**src/fcsw_pkg.sv**
```systemverilog
// Constants shared by the command status word block and its link-up timer.
// Assumes a single 250 MHz system clock feeding every module that imports it.
package fcsw_pkg;
  // ------------------------------------------------------------
  // Clock and cycle times
  // ------------------------------------------------------------
  localparam int SYS_CLK_PERIOD_NS = 4; // 250 MHz system clock
  localparam int MASTER_CYCLE_TIME_NS = 1000; // Master cycle, plain default
  localparam int SERIAL_CYCLE_TIME_NS = 1000; // Serial cycle, plain default
  // Least times round up to whole clock cycles
  localparam int MASTER_CYCLE_CYC = (MASTER_CYCLE_TIME_NS + SYS_CLK_PERIOD_NS - 1) / SYS_CLK_PERIOD_NS;
  localparam int SERIAL_CYCLE_CYC = (SERIAL_CYCLE_TIME_NS + SYS_CLK_PERIOD_NS - 1) / SYS_CLK_PERIOD_NS;
  localparam int FAULT_CLEAR_CYC = 4; // Length of the internal clearing process

  // ------------------------------------------------------------
  // Status word field layout
  // ------------------------------------------------------------
  localparam int ST_ALARM_BIT = 0;
  localparam int ST_WARNING_BIT = 1;
  localparam int ST_ACCEPT_BIT = 2;
  localparam int ST_CLEAR_DONE_BIT = 3;
  localparam int ST_RSVD_LO = 4;
  localparam int ST_RSVD_HI = 5;
  localparam int ST_TAG_LO = 6;
  localparam int ST_TAG_HI = 7;
  localparam int ST_CMD_ERR_LO = 8;
  localparam int ST_CMD_ERR_HI = 11;
  localparam int ST_LINK_ERR_LO = 12;
  localparam int ST_LINK_ERR_HI = 15;

  // ------------------------------------------------------------
  // Reset values
  // ------------------------------------------------------------
  localparam logic [1:0] TAG_RESET = 2'h0;
  localparam logic [3:0] ERR_CODE_RESET = 4'h0;
  localparam logic [1:0] STATUS_RSVD_VALUE = 2'h0;

  // Fault clear sequence states, one-hot
  typedef enum logic [2:0] {
    FCSW_CLR_IDLE = 3'b001,
    FCSW_CLR_BUSY = 3'b010,
    FCSW_CLR_DONE = 3'b100
  } fcsw_clr_state_t;
endpackage

```
**src/fcsw_link_if.sv**
```systemverilog
// Carrier between the status word top and its link-up timer.
// Assumes both ends run on the same system clock.
`timescale 1ns/100ps
interface fcsw_link_if;
  logic conn_on; // Filtered connection status
  logic in_en; // Remote inputs may be accepted
  logic out_en; // Remote outputs may be updated
  modport timer (input conn_on, output in_en, output out_en);
  modport user (output conn_on, input in_en, input out_en);
endinterface

```
**src/fcsw_link_timer.sv**
```systemverilog
// Link-up timer: opens the remote input and output paths after connection turns on.
// Assumes conn_on is already synchronised and filtered by the caller.
`timescale 1ns/100ps
module fcsw_link_timer
  import fcsw_pkg::*;
#(
  parameter int P_IN_CYC = MASTER_CYCLE_CYC + SERIAL_CYCLE_CYC,
  parameter int P_OUT_CYC = 2 * (MASTER_CYCLE_CYC + SERIAL_CYCLE_CYC)
) (
  input wire logic i_clk_sys,
  input wire logic i_reset,
  fcsw_link_if.timer link
);
  localparam int CW = $clog2(P_OUT_CYC + 1);

  // ------------------------------------------------------------
  // Parameter check
  // ------------------------------------------------------------
  if (P_IN_CYC < 1 || P_OUT_CYC < P_IN_CYC) begin : g_bad_par
    $error("Link timer delays must be positive and ordered");
  end

  logic [CW-1:0] cnt_r; // Cycles since connection turned on
  logic [CW-1:0] cnt_nxt;
  logic in_en_r; // Input path open
  logic in_en_nxt;
  logic out_en_r; // Output path open
  logic out_en_nxt;

  // Count while connected, saturate at the output delay, restart on drop
  always_comb begin
    cnt_nxt = cnt_r;
    if (!link.conn_on) begin
      cnt_nxt = '0;
    end else if (cnt_r != CW'(P_OUT_CYC)) begin
      cnt_nxt = cnt_r + CW'(1);
    end
    in_en_nxt = link.conn_on && (cnt_nxt >= CW'(P_IN_CYC));
    out_en_nxt = link.conn_on && (cnt_nxt >= CW'(P_OUT_CYC));
  end

  // Register stage
  always_ff @(posedge i_clk_sys) begin
    if (i_reset) begin
      cnt_r <= '0;
      in_en_r <= 1'b0;
      out_en_r <= 1'b0;
    end else begin
      cnt_r <= cnt_nxt;
      in_en_r <= in_en_nxt;
      out_en_r <= out_en_nxt;
    end
  end

  assign link.in_en = in_en_r;
  assign link.out_en = out_en_r;
endmodule

```
**src/fcsw_status_word.sv**
```systemverilog
// Command status word generator for a fieldbus to serial converter slave.
// Assumes a frame decoder on the system clock delivers command bits and events;
// only the connection status arrives from outside the clock domain.
`timescale 1ns/100ps
// How it works
// - Own alarm sets alarm flag bit 0
// - Alarm-clear command returns alarm flag to 0
// - Own warning sets warning flag bit 1
// - Alarm-clear command returns warning flag to 0
// - Bit 2 shows whether a command is acceptable
// - Disconnect runs at once regardless of bit 2
// - Clear-done set after request seen and clearing finished
// - Request dropping to 0 clears clear-done
// - Bits 6-7 echo the command tag
// - Command error field, cleared by next valid command
// - Link error field, cleared by request edge or clear command
// - Inputs open after TM+TS, outputs after twice that
module fcsw_status_word
  import fcsw_pkg::*;
#(
  parameter int P_RIO_W = 16,
  parameter int P_IN_CYC = MASTER_CYCLE_CYC + SERIAL_CYCLE_CYC,
  parameter int P_OUT_CYC = 2 * (MASTER_CYCLE_CYC + SERIAL_CYCLE_CYC),
  parameter int P_CLEAR_CYC = FAULT_CLEAR_CYC
) (
  input wire logic i_clk_sys,
  input wire logic i_reset,
  input wire logic i_alarm_event, // Own alarm occurred, pulse
  input wire logic i_warning_event, // Own warning occurred, pulse
  input wire logic i_alarm_clear_cmd, // Alarm-clear command executed, pulse
  input wire logic i_cmd_busy, // Command processing in progress, level
  input wire logic i_disconnect_cmd, // Disconnect command received, pulse
  input wire logic i_frame_valid, // Command frame received, pulse
  input wire logic [1:0] i_command_tag, // Tag field of the frame
  input wire logic i_fault_clear_request, // Control word clear request bit
  input wire logic i_cmd_valid, // Valid command received, pulse
  input wire logic i_cmd_error_event, // Command error detected, pulse
  input wire logic [3:0] i_cmd_error_code, // Code for that error
  input wire logic i_link_error_event, // Link error detected, pulse
  input wire logic [3:0] i_link_error_code, // Code for that error
  input wire logic i_connection_on, // Connection status pin, asynchronous
  input wire logic [P_RIO_W-1:0] i_rio_in, // Remote inputs from master
  input wire logic [P_RIO_W-1:0] i_rio_out_src, // Remote outputs from product
  output logic [15:0] o_status_word, // Status word for the response
  output logic o_disconnect_exec, // Disconnect executed, pulse
  output logic o_connected, // Filtered connection status
  output logic [P_RIO_W-1:0] o_rio_in, // Accepted remote inputs
  output logic [P_RIO_W-1:0] o_rio_out // Remote outputs towards master
);

  // ------------------------------------------------------------
  // Parameter check
  // ------------------------------------------------------------
  if (P_RIO_W < 1 || P_CLEAR_CYC < 1) begin : g_bad_par
    $error("Remote width and clear length must be positive");
  end

  localparam int CCW = $clog2(P_CLEAR_CYC + 1);

  // Set wins over clear; a fresh event also loads its code
  function automatic logic [3:0] err_next(input logic [3:0] cur, input logic set,
                                          input logic [3:0] code, input logic clr);
    logic [3:0] r;
    r = cur;
    if (set) begin
      r = code;
    end else if (clr) begin
      r = ERR_CODE_RESET;
    end
    return r;
  endfunction

  // ------------------------------------------------------------
  // Connection status synchroniser
  // ------------------------------------------------------------
  logic [2:0] sync_r; // Three-stage chain, stage 0 read only by stage 1
  logic [2:0] sync_nxt;
  logic conn_r; // Filtered level
  logic conn_nxt;

  // Change is taken once stages 1 and 2 agree
  always_comb begin
    sync_nxt = {sync_r[1:0], i_connection_on};
    conn_nxt = conn_r;
    if (sync_r[1] == sync_r[2]) begin
      conn_nxt = sync_r[2];
    end
  end

  always_ff @(posedge i_clk_sys) begin
    if (i_reset) begin
      sync_r <= 3'h0;
      conn_r <= 1'b0;
    end else begin
      sync_r <= sync_nxt;
      conn_r <= conn_nxt;
    end
  end

  // ------------------------------------------------------------
  // Link-up timer
  // ------------------------------------------------------------
  fcsw_link_if link ();
  assign link.conn_on = conn_r;

  fcsw_link_timer #(
    .P_IN_CYC(P_IN_CYC),
    .P_OUT_CYC(P_OUT_CYC)
  ) u_timer (
    .i_clk_sys(i_clk_sys),
    .i_reset(i_reset),
    .link(link)
  );

  // ------------------------------------------------------------
  // Fault clear sequence
  // ------------------------------------------------------------
  fcsw_clr_state_t clr_r; // Clear sequence state
  fcsw_clr_state_t clr_nxt;
  logic [CCW-1:0] ccnt_r; // Clearing progress
  logic [CCW-1:0] ccnt_nxt;
  logic req_d_r; // Request seen last cycle, for edge detect
  logic req_rise;
  logic clr_finish; // Clearing process completes this cycle

  assign req_rise = i_fault_clear_request && !req_d_r;

  // Idle -> busy on request, busy -> done after the clear length,
  // done -> idle once the master drops the request
  always_comb begin
    clr_nxt = clr_r;
    ccnt_nxt = ccnt_r;
    clr_finish = 1'b0;
    unique case (clr_r)
      FCSW_CLR_IDLE: begin
        ccnt_nxt = '0;
        if (i_fault_clear_request) begin
          clr_nxt = FCSW_CLR_BUSY;
        end
      end
      FCSW_CLR_BUSY: begin
        if (!i_fault_clear_request) begin
          // Request withdrawn before completion: abandon quietly
          clr_nxt = FCSW_CLR_IDLE;
        end else if (ccnt_r == CCW'(P_CLEAR_CYC - 1)) begin
          clr_finish = 1'b1;
          clr_nxt = FCSW_CLR_DONE;
        end else begin
          ccnt_nxt = ccnt_r + CCW'(1);
        end
      end
      FCSW_CLR_DONE: begin
        if (!i_fault_clear_request) begin
          clr_nxt = FCSW_CLR_IDLE;
        end
      end
      default: begin
        // Illegal code recovers to idle
        clr_nxt = FCSW_CLR_IDLE;
      end
    endcase
  end

  always_ff @(posedge i_clk_sys) begin
    if (i_reset) begin
      clr_r <= FCSW_CLR_IDLE;
      ccnt_r <= '0;
      req_d_r <= 1'b0;
    end else begin
      clr_r <= clr_nxt;
      ccnt_r <= ccnt_nxt;
      req_d_r <= i_fault_clear_request;
    end
  end

  // ------------------------------------------------------------
  // Status flags and fields
  // ------------------------------------------------------------
  logic alarm_r; // Own alarm flag
  logic alarm_nxt;
  logic warn_r; // Own warning flag
  logic warn_nxt;
  logic [1:0] tag_r; // Echoed tag
  logic [1:0] tag_nxt;
  logic [3:0] cmd_err_r; // Command error code
  logic [3:0] cmd_err_nxt;
  logic [3:0] link_err_r; // Link error code
  logic [3:0] link_err_nxt;
  logic disc_r; // Disconnect executed pulse
  logic disc_nxt;
  logic fault_clear; // Any clearing of alarm and warning this cycle

  // A fresh alarm in the clearing cycle stays set, so nothing is lost
  always_comb begin
    fault_clear = i_alarm_clear_cmd || clr_finish;
    alarm_nxt = alarm_r;
    if (i_alarm_event) begin
      alarm_nxt = 1'b1;
    end else if (fault_clear) begin
      alarm_nxt = 1'b0;
    end
    warn_nxt = warn_r;
    if (i_warning_event) begin
      warn_nxt = 1'b1;
    end else if (fault_clear) begin
      warn_nxt = 1'b0;
    end
    tag_nxt = i_frame_valid ? i_command_tag : tag_r;
    cmd_err_nxt = err_next(cmd_err_r, i_cmd_error_event, i_cmd_error_code, i_cmd_valid);
    // Only the rising edge clears, so a held request cannot mask new errors
    link_err_nxt = err_next(link_err_r, i_link_error_event, i_link_error_code,
                            req_rise || i_alarm_clear_cmd);
    disc_nxt = i_disconnect_cmd;
  end

  always_ff @(posedge i_clk_sys) begin
    if (i_reset) begin
      alarm_r <= 1'b0;
      warn_r <= 1'b0;
      tag_r <= TAG_RESET;
      cmd_err_r <= ERR_CODE_RESET;
      link_err_r <= ERR_CODE_RESET;
      disc_r <= 1'b0;
    end else begin
      alarm_r <= alarm_nxt;
      warn_r <= warn_nxt;
      tag_r <= tag_nxt;
      cmd_err_r <= cmd_err_nxt;
      link_err_r <= link_err_nxt;
      disc_r <= disc_nxt;
    end
  end

  // ------------------------------------------------------------
  // Remote I/O gating
  // ------------------------------------------------------------
  logic [P_RIO_W-1:0] rin_r; // Accepted inputs
  logic [P_RIO_W-1:0] rin_nxt;
  logic [P_RIO_W-1:0] rout_r; // Outputs towards master
  logic [P_RIO_W-1:0] rout_nxt;

  // Disabled inputs read as off; stopped outputs keep their last value.
  // The master is trusted to drive start inputs off while disconnected.
  always_comb begin
    rin_nxt = link.in_en ? i_rio_in : '0;
    rout_nxt = link.out_en ? i_rio_out_src : rout_r;
  end

  always_ff @(posedge i_clk_sys) begin
    if (i_reset) begin
      rin_r <= '0;
      rout_r <= '0;
    end else begin
      rin_r <= rin_nxt;
      rout_r <= rout_nxt;
    end
  end

  // ------------------------------------------------------------
  // Outputs
  // ------------------------------------------------------------
  always_comb begin
    o_status_word = 16'h0000;
    o_status_word[ST_ALARM_BIT] = alarm_r;
    o_status_word[ST_WARNING_BIT] = warn_r;
    o_status_word[ST_ACCEPT_BIT] = !i_cmd_busy;
    o_status_word[ST_CLEAR_DONE_BIT] = (clr_r == FCSW_CLR_DONE);
    o_status_word[ST_RSVD_HI:ST_RSVD_LO] = STATUS_RSVD_VALUE;
    o_status_word[ST_TAG_HI:ST_TAG_LO] = tag_r;
    o_status_word[ST_CMD_ERR_HI:ST_CMD_ERR_LO] = cmd_err_r;
    o_status_word[ST_LINK_ERR_HI:ST_LINK_ERR_LO] = link_err_r;
  end

  assign o_disconnect_exec = disc_r;
  assign o_connected = conn_r;
  assign o_rio_in = rin_r;
  assign o_rio_out = rout_r;
endmodule

```
**config.mk**
```make
export PLATFORM = sky130hd
export DESIGN_NAME = fcsw_status_word
export DESIGN_NICKNAME = d
export VERILOG_FILES = /design/src/fcsw_pkg.sv /design/src/fcsw_link_if.sv /design/src/fcsw_link_timer.sv /design/src/fcsw_status_word.sv
export SDC_FILE = /design/constraint.sdc
export NUM_CORES = 1
export LEC_CHECK = 0
export ABC_AREA = 1
export BUFFER_PORTS_ARGS = -buffer_cell sky130_fd_sc_hd__buf_2
export CORE_MARGIN = 5
export CORE_UTILIZATION = 43
export DETAILED_ROUTE_END_ITERATION = 10
export GPL_ROUTABILITY_DRIVEN = 0
export MAX_ROUTING_LAYER = met4
export PLACE_DENSITY = 0.84
export SLEW_MARGIN = 20
export SYNTH_ARGS = -nofsm -noshare
export SYNTH_HDL_FRONTEND = slang
export SYNTH_HIERARCHICAL = 1
export SYNTH_SLANG_ARGS = --single-unit
```
**constraint.sdc**
```tcl
create_clock -name i_clk_sys -period 1.37 [get_ports i_clk_sys]
set_clock_uncertainty 0.05 [all_clocks]
set_input_delay 0.0685 -clock i_clk_sys [delete_from_list [all_inputs] [get_ports i_clk_sys]]
set_output_delay 0.0685 -clock i_clk_sys [all_outputs]
set_load 0.1 [all_outputs]
```
# Word-level counts from Yosys, hierarchy flattened
# Index checks and enable logic that the tools add are counted.
dict set report word_totals {
  ff_bits 68
  input_bits 55
  output_inout_bits 50
  word_cells 67
}
dict set report classes {
  add_sub_neg 2
  n_lt_le_gt_ge 2
  n_eq_ne 11
  n_mux 20
  bitwise 1
  reduce_logical 15
}
# operator count
set op_table {}
lappend op_table {{10-bit two-way mux} 2}
lappend op_table {{3-bit two-way mux} 6}
lappend op_table {{4-bit two-way mux} 4}
lappend op_table {{10-bit by 1-bit adder with 10-bit output (second input constant)} 1}
lappend op_table {{10-bit greater-or-equal comparator (second input constant)} 1}
lappend op_table {{10-bit by 9-bit greater-or-equal comparator with 1-bit output (second input constant)} 1}
lappend op_table {{10-bit inequality test (second input constant)} 1}
lappend op_table {{2-bit nonzero test} 5}
lappend op_table {{3-bit one-hot mux with 3 select lines} 1}
lappend op_table {{2-bit inequality test (second input constant)} 4}
lappend op_table {{3-bit by 2-bit == test with 1-bit output (second input constant)} 2}
lappend op_table {{1-bit two-way mux} 6}
lappend op_table {{3-bit one-hot mux with 2 select lines} 1}
lappend op_table {{3-bit AND reduction} 2}
lappend op_table {{3-bit by 1-bit adder with 3-bit output (second input constant)} 1}
lappend op_table {{3-bit by 1-bit == test with 1-bit output (second input constant)} 1}
lappend op_table {{3-bit == test (second input constant)} 1}
lappend op_table {{1-bit logical AND} 3}
lappend op_table {{3-bit inequality test (second input constant)} 1}
lappend op_table {{1-bit zero test} 2}
lappend op_table {{1-bit logical OR} 2}
lappend op_table {{2-bit OR reduction} 1}
lappend op_table {{1-bit == test} 1}
lappend op_table {{1-bit NOT} 1}

# Logic depth before layout (Yosys ltp)
dict set report depth {
  depth_word 7
  mapped_depth 10
  depth_no_buf 9
}

# Modules after synthesis
# The synthesis kept the hierarchy.
# module n_inst cells_per_inst area_per_inst_um2 seq_area_each_um2
set by_module_without_submodules {}
lappend by_module_without_submodules {fcsw_status_word 1 240 1961.9 1121.1}
lappend by_module_without_submodules {fcsw_link_timer 1 99 668.1 240.2}

# Worst setup path before layout
# No wires, ideal clock.
dict set report synth_timing {
  path_type {reg-to-output}
  start {reg clr_r[2]}
  end {out o_status_word[3]}
  arrival_ps 2478
  required_ps 1252
  slack_ps -1227
  stages_incl_launch_ff 3
  n_path_buf 0
  cell_sequence {dfxtp_1 -> inv_1 -> nor3_1}
}
dict set report synth_between {
  elab_chain_cells 1
}
# item line_no
set synth_rtl {}
lappend synth_rtl {{from (decl)} fcsw_status_word.sv:118} ;# fcsw_clr_state_t clr_r;
lappend synth_rtl {{from (signal assigned)} fcsw_status_word.sv:170} ;# clr_r <= clr_nxt;
lappend synth_rtl {{3-bit == test} fcsw_status_word.sv:267} ;# o_status_word[ST_CLEAR_DONE_BIT] = (clr_r == FCSW_CLR_DONE);
lappend synth_rtl {{to (decl)} fcsw_status_word.sv:44} ;# output logic [15:0] o_status_word,
# No other way between the ends.

==> impl_metrics.tcl <==
set metrics [dict create \
    netSwitchingFraction_pct 26.4 \
    required_ps 1590 \
    rsz0062_at_grt "true" \
    grt_max_degree 24 \
    htree_levels 3 \
    synthSimpleGateAreaFrac_pct 27.3 \
    postRouteAntennaNets 0 \
    dieArea_mm2 0.00778 \
    power.leakage_nw 2.05 \
    r2r_setup_slack_ps 30 \
    synth_top_area_share_pct 51.8 \
    start_kind "primary input" \
    cts_made_buffers 9 \
    finalNetCount 568 \
    vias_per_cell 4.87 \
    row_count 28 \
    synth.area.mux_share_pct 0 \
    die-height_um 88.2 \
    comb_power_share_pct 13.1 \
    synth-xor-area-share_pct 0.333 \
    cp.arrival_ps 1560 \
    yosysWarnings 6 \
    max_slew.worst_pin.slew_ps 518 \
    synth_fa_ha_area_share_pct 1.90 \
    p_sw_mw 1.09 \
    clock_path_buffers 2 \
    p_int_mw 3.05 \
    grt_pass1_wl_um 12300 \
    dieWidth_um 88.2 \
    hold_ws_ps 33.5 \
    maxSlewViolCount 0 \
    ir_worst_vdd_mv 0.734 \
    synth_top_family_by_area "simple AND/OR/NAND/NOR gates" \
    drtIter0Drc 239 \
    worstHoldPathCells 4 \
    drc_errors 0 \
    wl_um 7950 \
    grt_pass1_vias 2835 \
    crit_path_end_kind "flip-flop" \
    syn_inst 339 \
    hpwl_um 4570 \
    synth_compound_area_share_pct 8.18 \
    grt_use_total_pct 20.7 \
    cts_sinks 68 \
    ys_ff_latch 68 \
    fin_crit_sh_pct 98.2 \
    p_seq_share_pct 48.9 \
    criticalPathCategory "primary input to flip-flop" \
    cts_tree "built" \
    area_delta_synth_final_pct 56.9 \
    fin_crit_ps 1350 \
    hold_viol_final 0 \
    cts_root_buf "clkbuf_8" \
    pwr-share-clk_pct 38.1 \
    ios 105 \
    ys_types 26 \
    clk_latency_ps 340 \
    synth_area_leaders "dfxtp_1 (52%), nor2_1 (11%), inv_1 (6.7%)" \
    dr.pass1.iters 4 \
    vias 2869 \
    antenna_found_initial 0 \
    netlist_area_mm2 0.00263 \
    drv_cap 0 \
    avgSynthCellArea_um2 7.76 \
    start_util_pct 44.4 \
    slew_headroom_pct 65.4 \
    worstHoldPathType "primary input to flip-flop" \
    finalSetupViolCount 0 \
    yosys.area.top_type "dfxtp_1" \
    diodes 0 \
    grt_overflow_total 0 \
    avgRoutedWirePerCell_um 13.5 \
    max_freq_mhz 743 \
    path_clk_slew_ps 80 \
    yosysSeqAreaShare_pct 51.8 \
    powerDensity_mw_per_mm2 1010 \
    portBuffers 102 \
    r2r_cells 9 \
    outcome "finished, final reports clean" \
    fp.coreArea_mm2 0.00592 \
    drive_above_1_share_pct 32.3 \
    crit_fanout 3 \
    utilization_pct 69.7 \
]
==> repair_timing <==
action / in CTS / in global routing
endpoints found under the setup margin: 3 / 11
gates cloned: 0 / 0
gates resized for setup: 8 / 23
setup buffers: 3 / 2
endpoints found under the hold margin: 50 / 0
hold buffers: 60 / 0
pin swaps: 3 / 10
==> cells in the mapped netlist <==
library cell / n
nand3_2: 2
buf_4: 5
buf_1: 1
inv_1: 47
nand2_2: 5
o21ai_0: 22
nand4_1: 10
clkinv_2: 1
a21oi_1: 18
xor2_1: 1
ha_1: 4
o211ai_1: 1
nand3_4: 2
inv_2: 3
nand2_1: 39
clkbuf_2: 1
dfxtp_1: 68
nor2_2: 3
nand3b_1: 2
nor2_4: 1
o21bai_1: 1
nor3_1: 2
buf_2: 7
nor2_1: 75
conb_1: 1
nand3_1: 17
==> area by class of cell <==
class | count | area, um^2
repair buffers | 172 | 1210
clock buffers | 11 | 131
inverters | 51 | 195
fillers | 423 | 1790
clock inverters | 5 | 51.3
well taps | 75 | 93.8
multi-input cells | 207 | 1070
flip-flops and latches | 68 | 1380
==> metal layers <==
layer / part of all wire, % / GRT usage (%) / up-vias
met5: 0 / - / -
met4: 3.9 / 9.75 / 0
met3: 6.5 / 4.61 / 38
met2: 52 / 36.3 / 122
met1: 38 / 22.0 / 1311
li1: - / - / 1398
==> stage by stage <==
stage	cells	setup slack (ps)	power (mW)	instance area, um^2	setup TNS, ps
finish	589	24.5	4.15	4130	0
global route	589	-57.3	4.33	4130	-123
CTS	587	-0.358	4.16	4050	-0.358
detailed placement	508	-42.4	2.47	3220	-73.0
global placement	508	19.3	2.46	3220	0
floorplan	340	22.4	2.36	2650	0
==> worst max-delay path, cell delays in order <==
cell and delay (ps):
dlygate4sd3_1 550, buf_2 150, inv_1 80, nor2_1 40, dlygate4sd3_1 550, nor2_1 130
==> cell usage in the layout, fill, tap and decap left out, types with 2 or more instances in the layout <==
cell type,n
nor2_1,73
clkbuf_8,9
dfxtp_4,2
buf_2,100
a21oi_1,18
inv_4,2
clkbuf_1,2
nand3_4,2
o21ai_1,3
nor2_2,4
dfxtp_2,6
nand2_2,8
dlygate4sd3_1,60
inv_2,5
clkinv_2,4
ha_4,2
ha_1,2
conb_1,2
nand2_1,36
nand3b_1,2
dfxtp_1,60
o21ai_0,19
nor2_4,2
buf_4,9
nand4_1,10
nand3_1,14
inv_1,44
nand3_2,5
==> cells by family after synthesis <==
family,after synthesis
xor gates and xnor gates,1
AOI/OAI and AO/OA,42
buffers and inverters,65
adders and majority gates,4
other,1
and+or+nand+nor,158
DFF,68
==> final timing paths <==
check,endpoint,from
max,tag_r[0],i_frame_valid
max reg2reg,u_timer/link.in_en,u_timer/cnt_r[1]
min,alarm_r,i_alarm_clear_cmd
min reg2reg,sync_r[1],sync_r[0]
==> sequential cells by signal, indices dropped and copies added (netlist names), 2 cells and up <==
signal	count
ccnt_r	3
o_rio_in	16
sync_r	3
link_err_r	4
o_rio_out	16
u_timer/cnt_r	10
cmd_err_r	4
tag_r	2
clr_r	3
==> power by group through the flow <==
stage          clock [mW]  combinational, mW  sequential [mW]
6_report             1.58              0.542             2.03
3_3_place_gp            0              0.392             2.07
2_1_floorplan           0              0.166             2.19
4_1_cts              1.61              0.529             2.03
5_1_grt              1.72              0.580             2.03
3_5_place_dp            0              0.397             2.07
(Power assumes the default switching activity.)
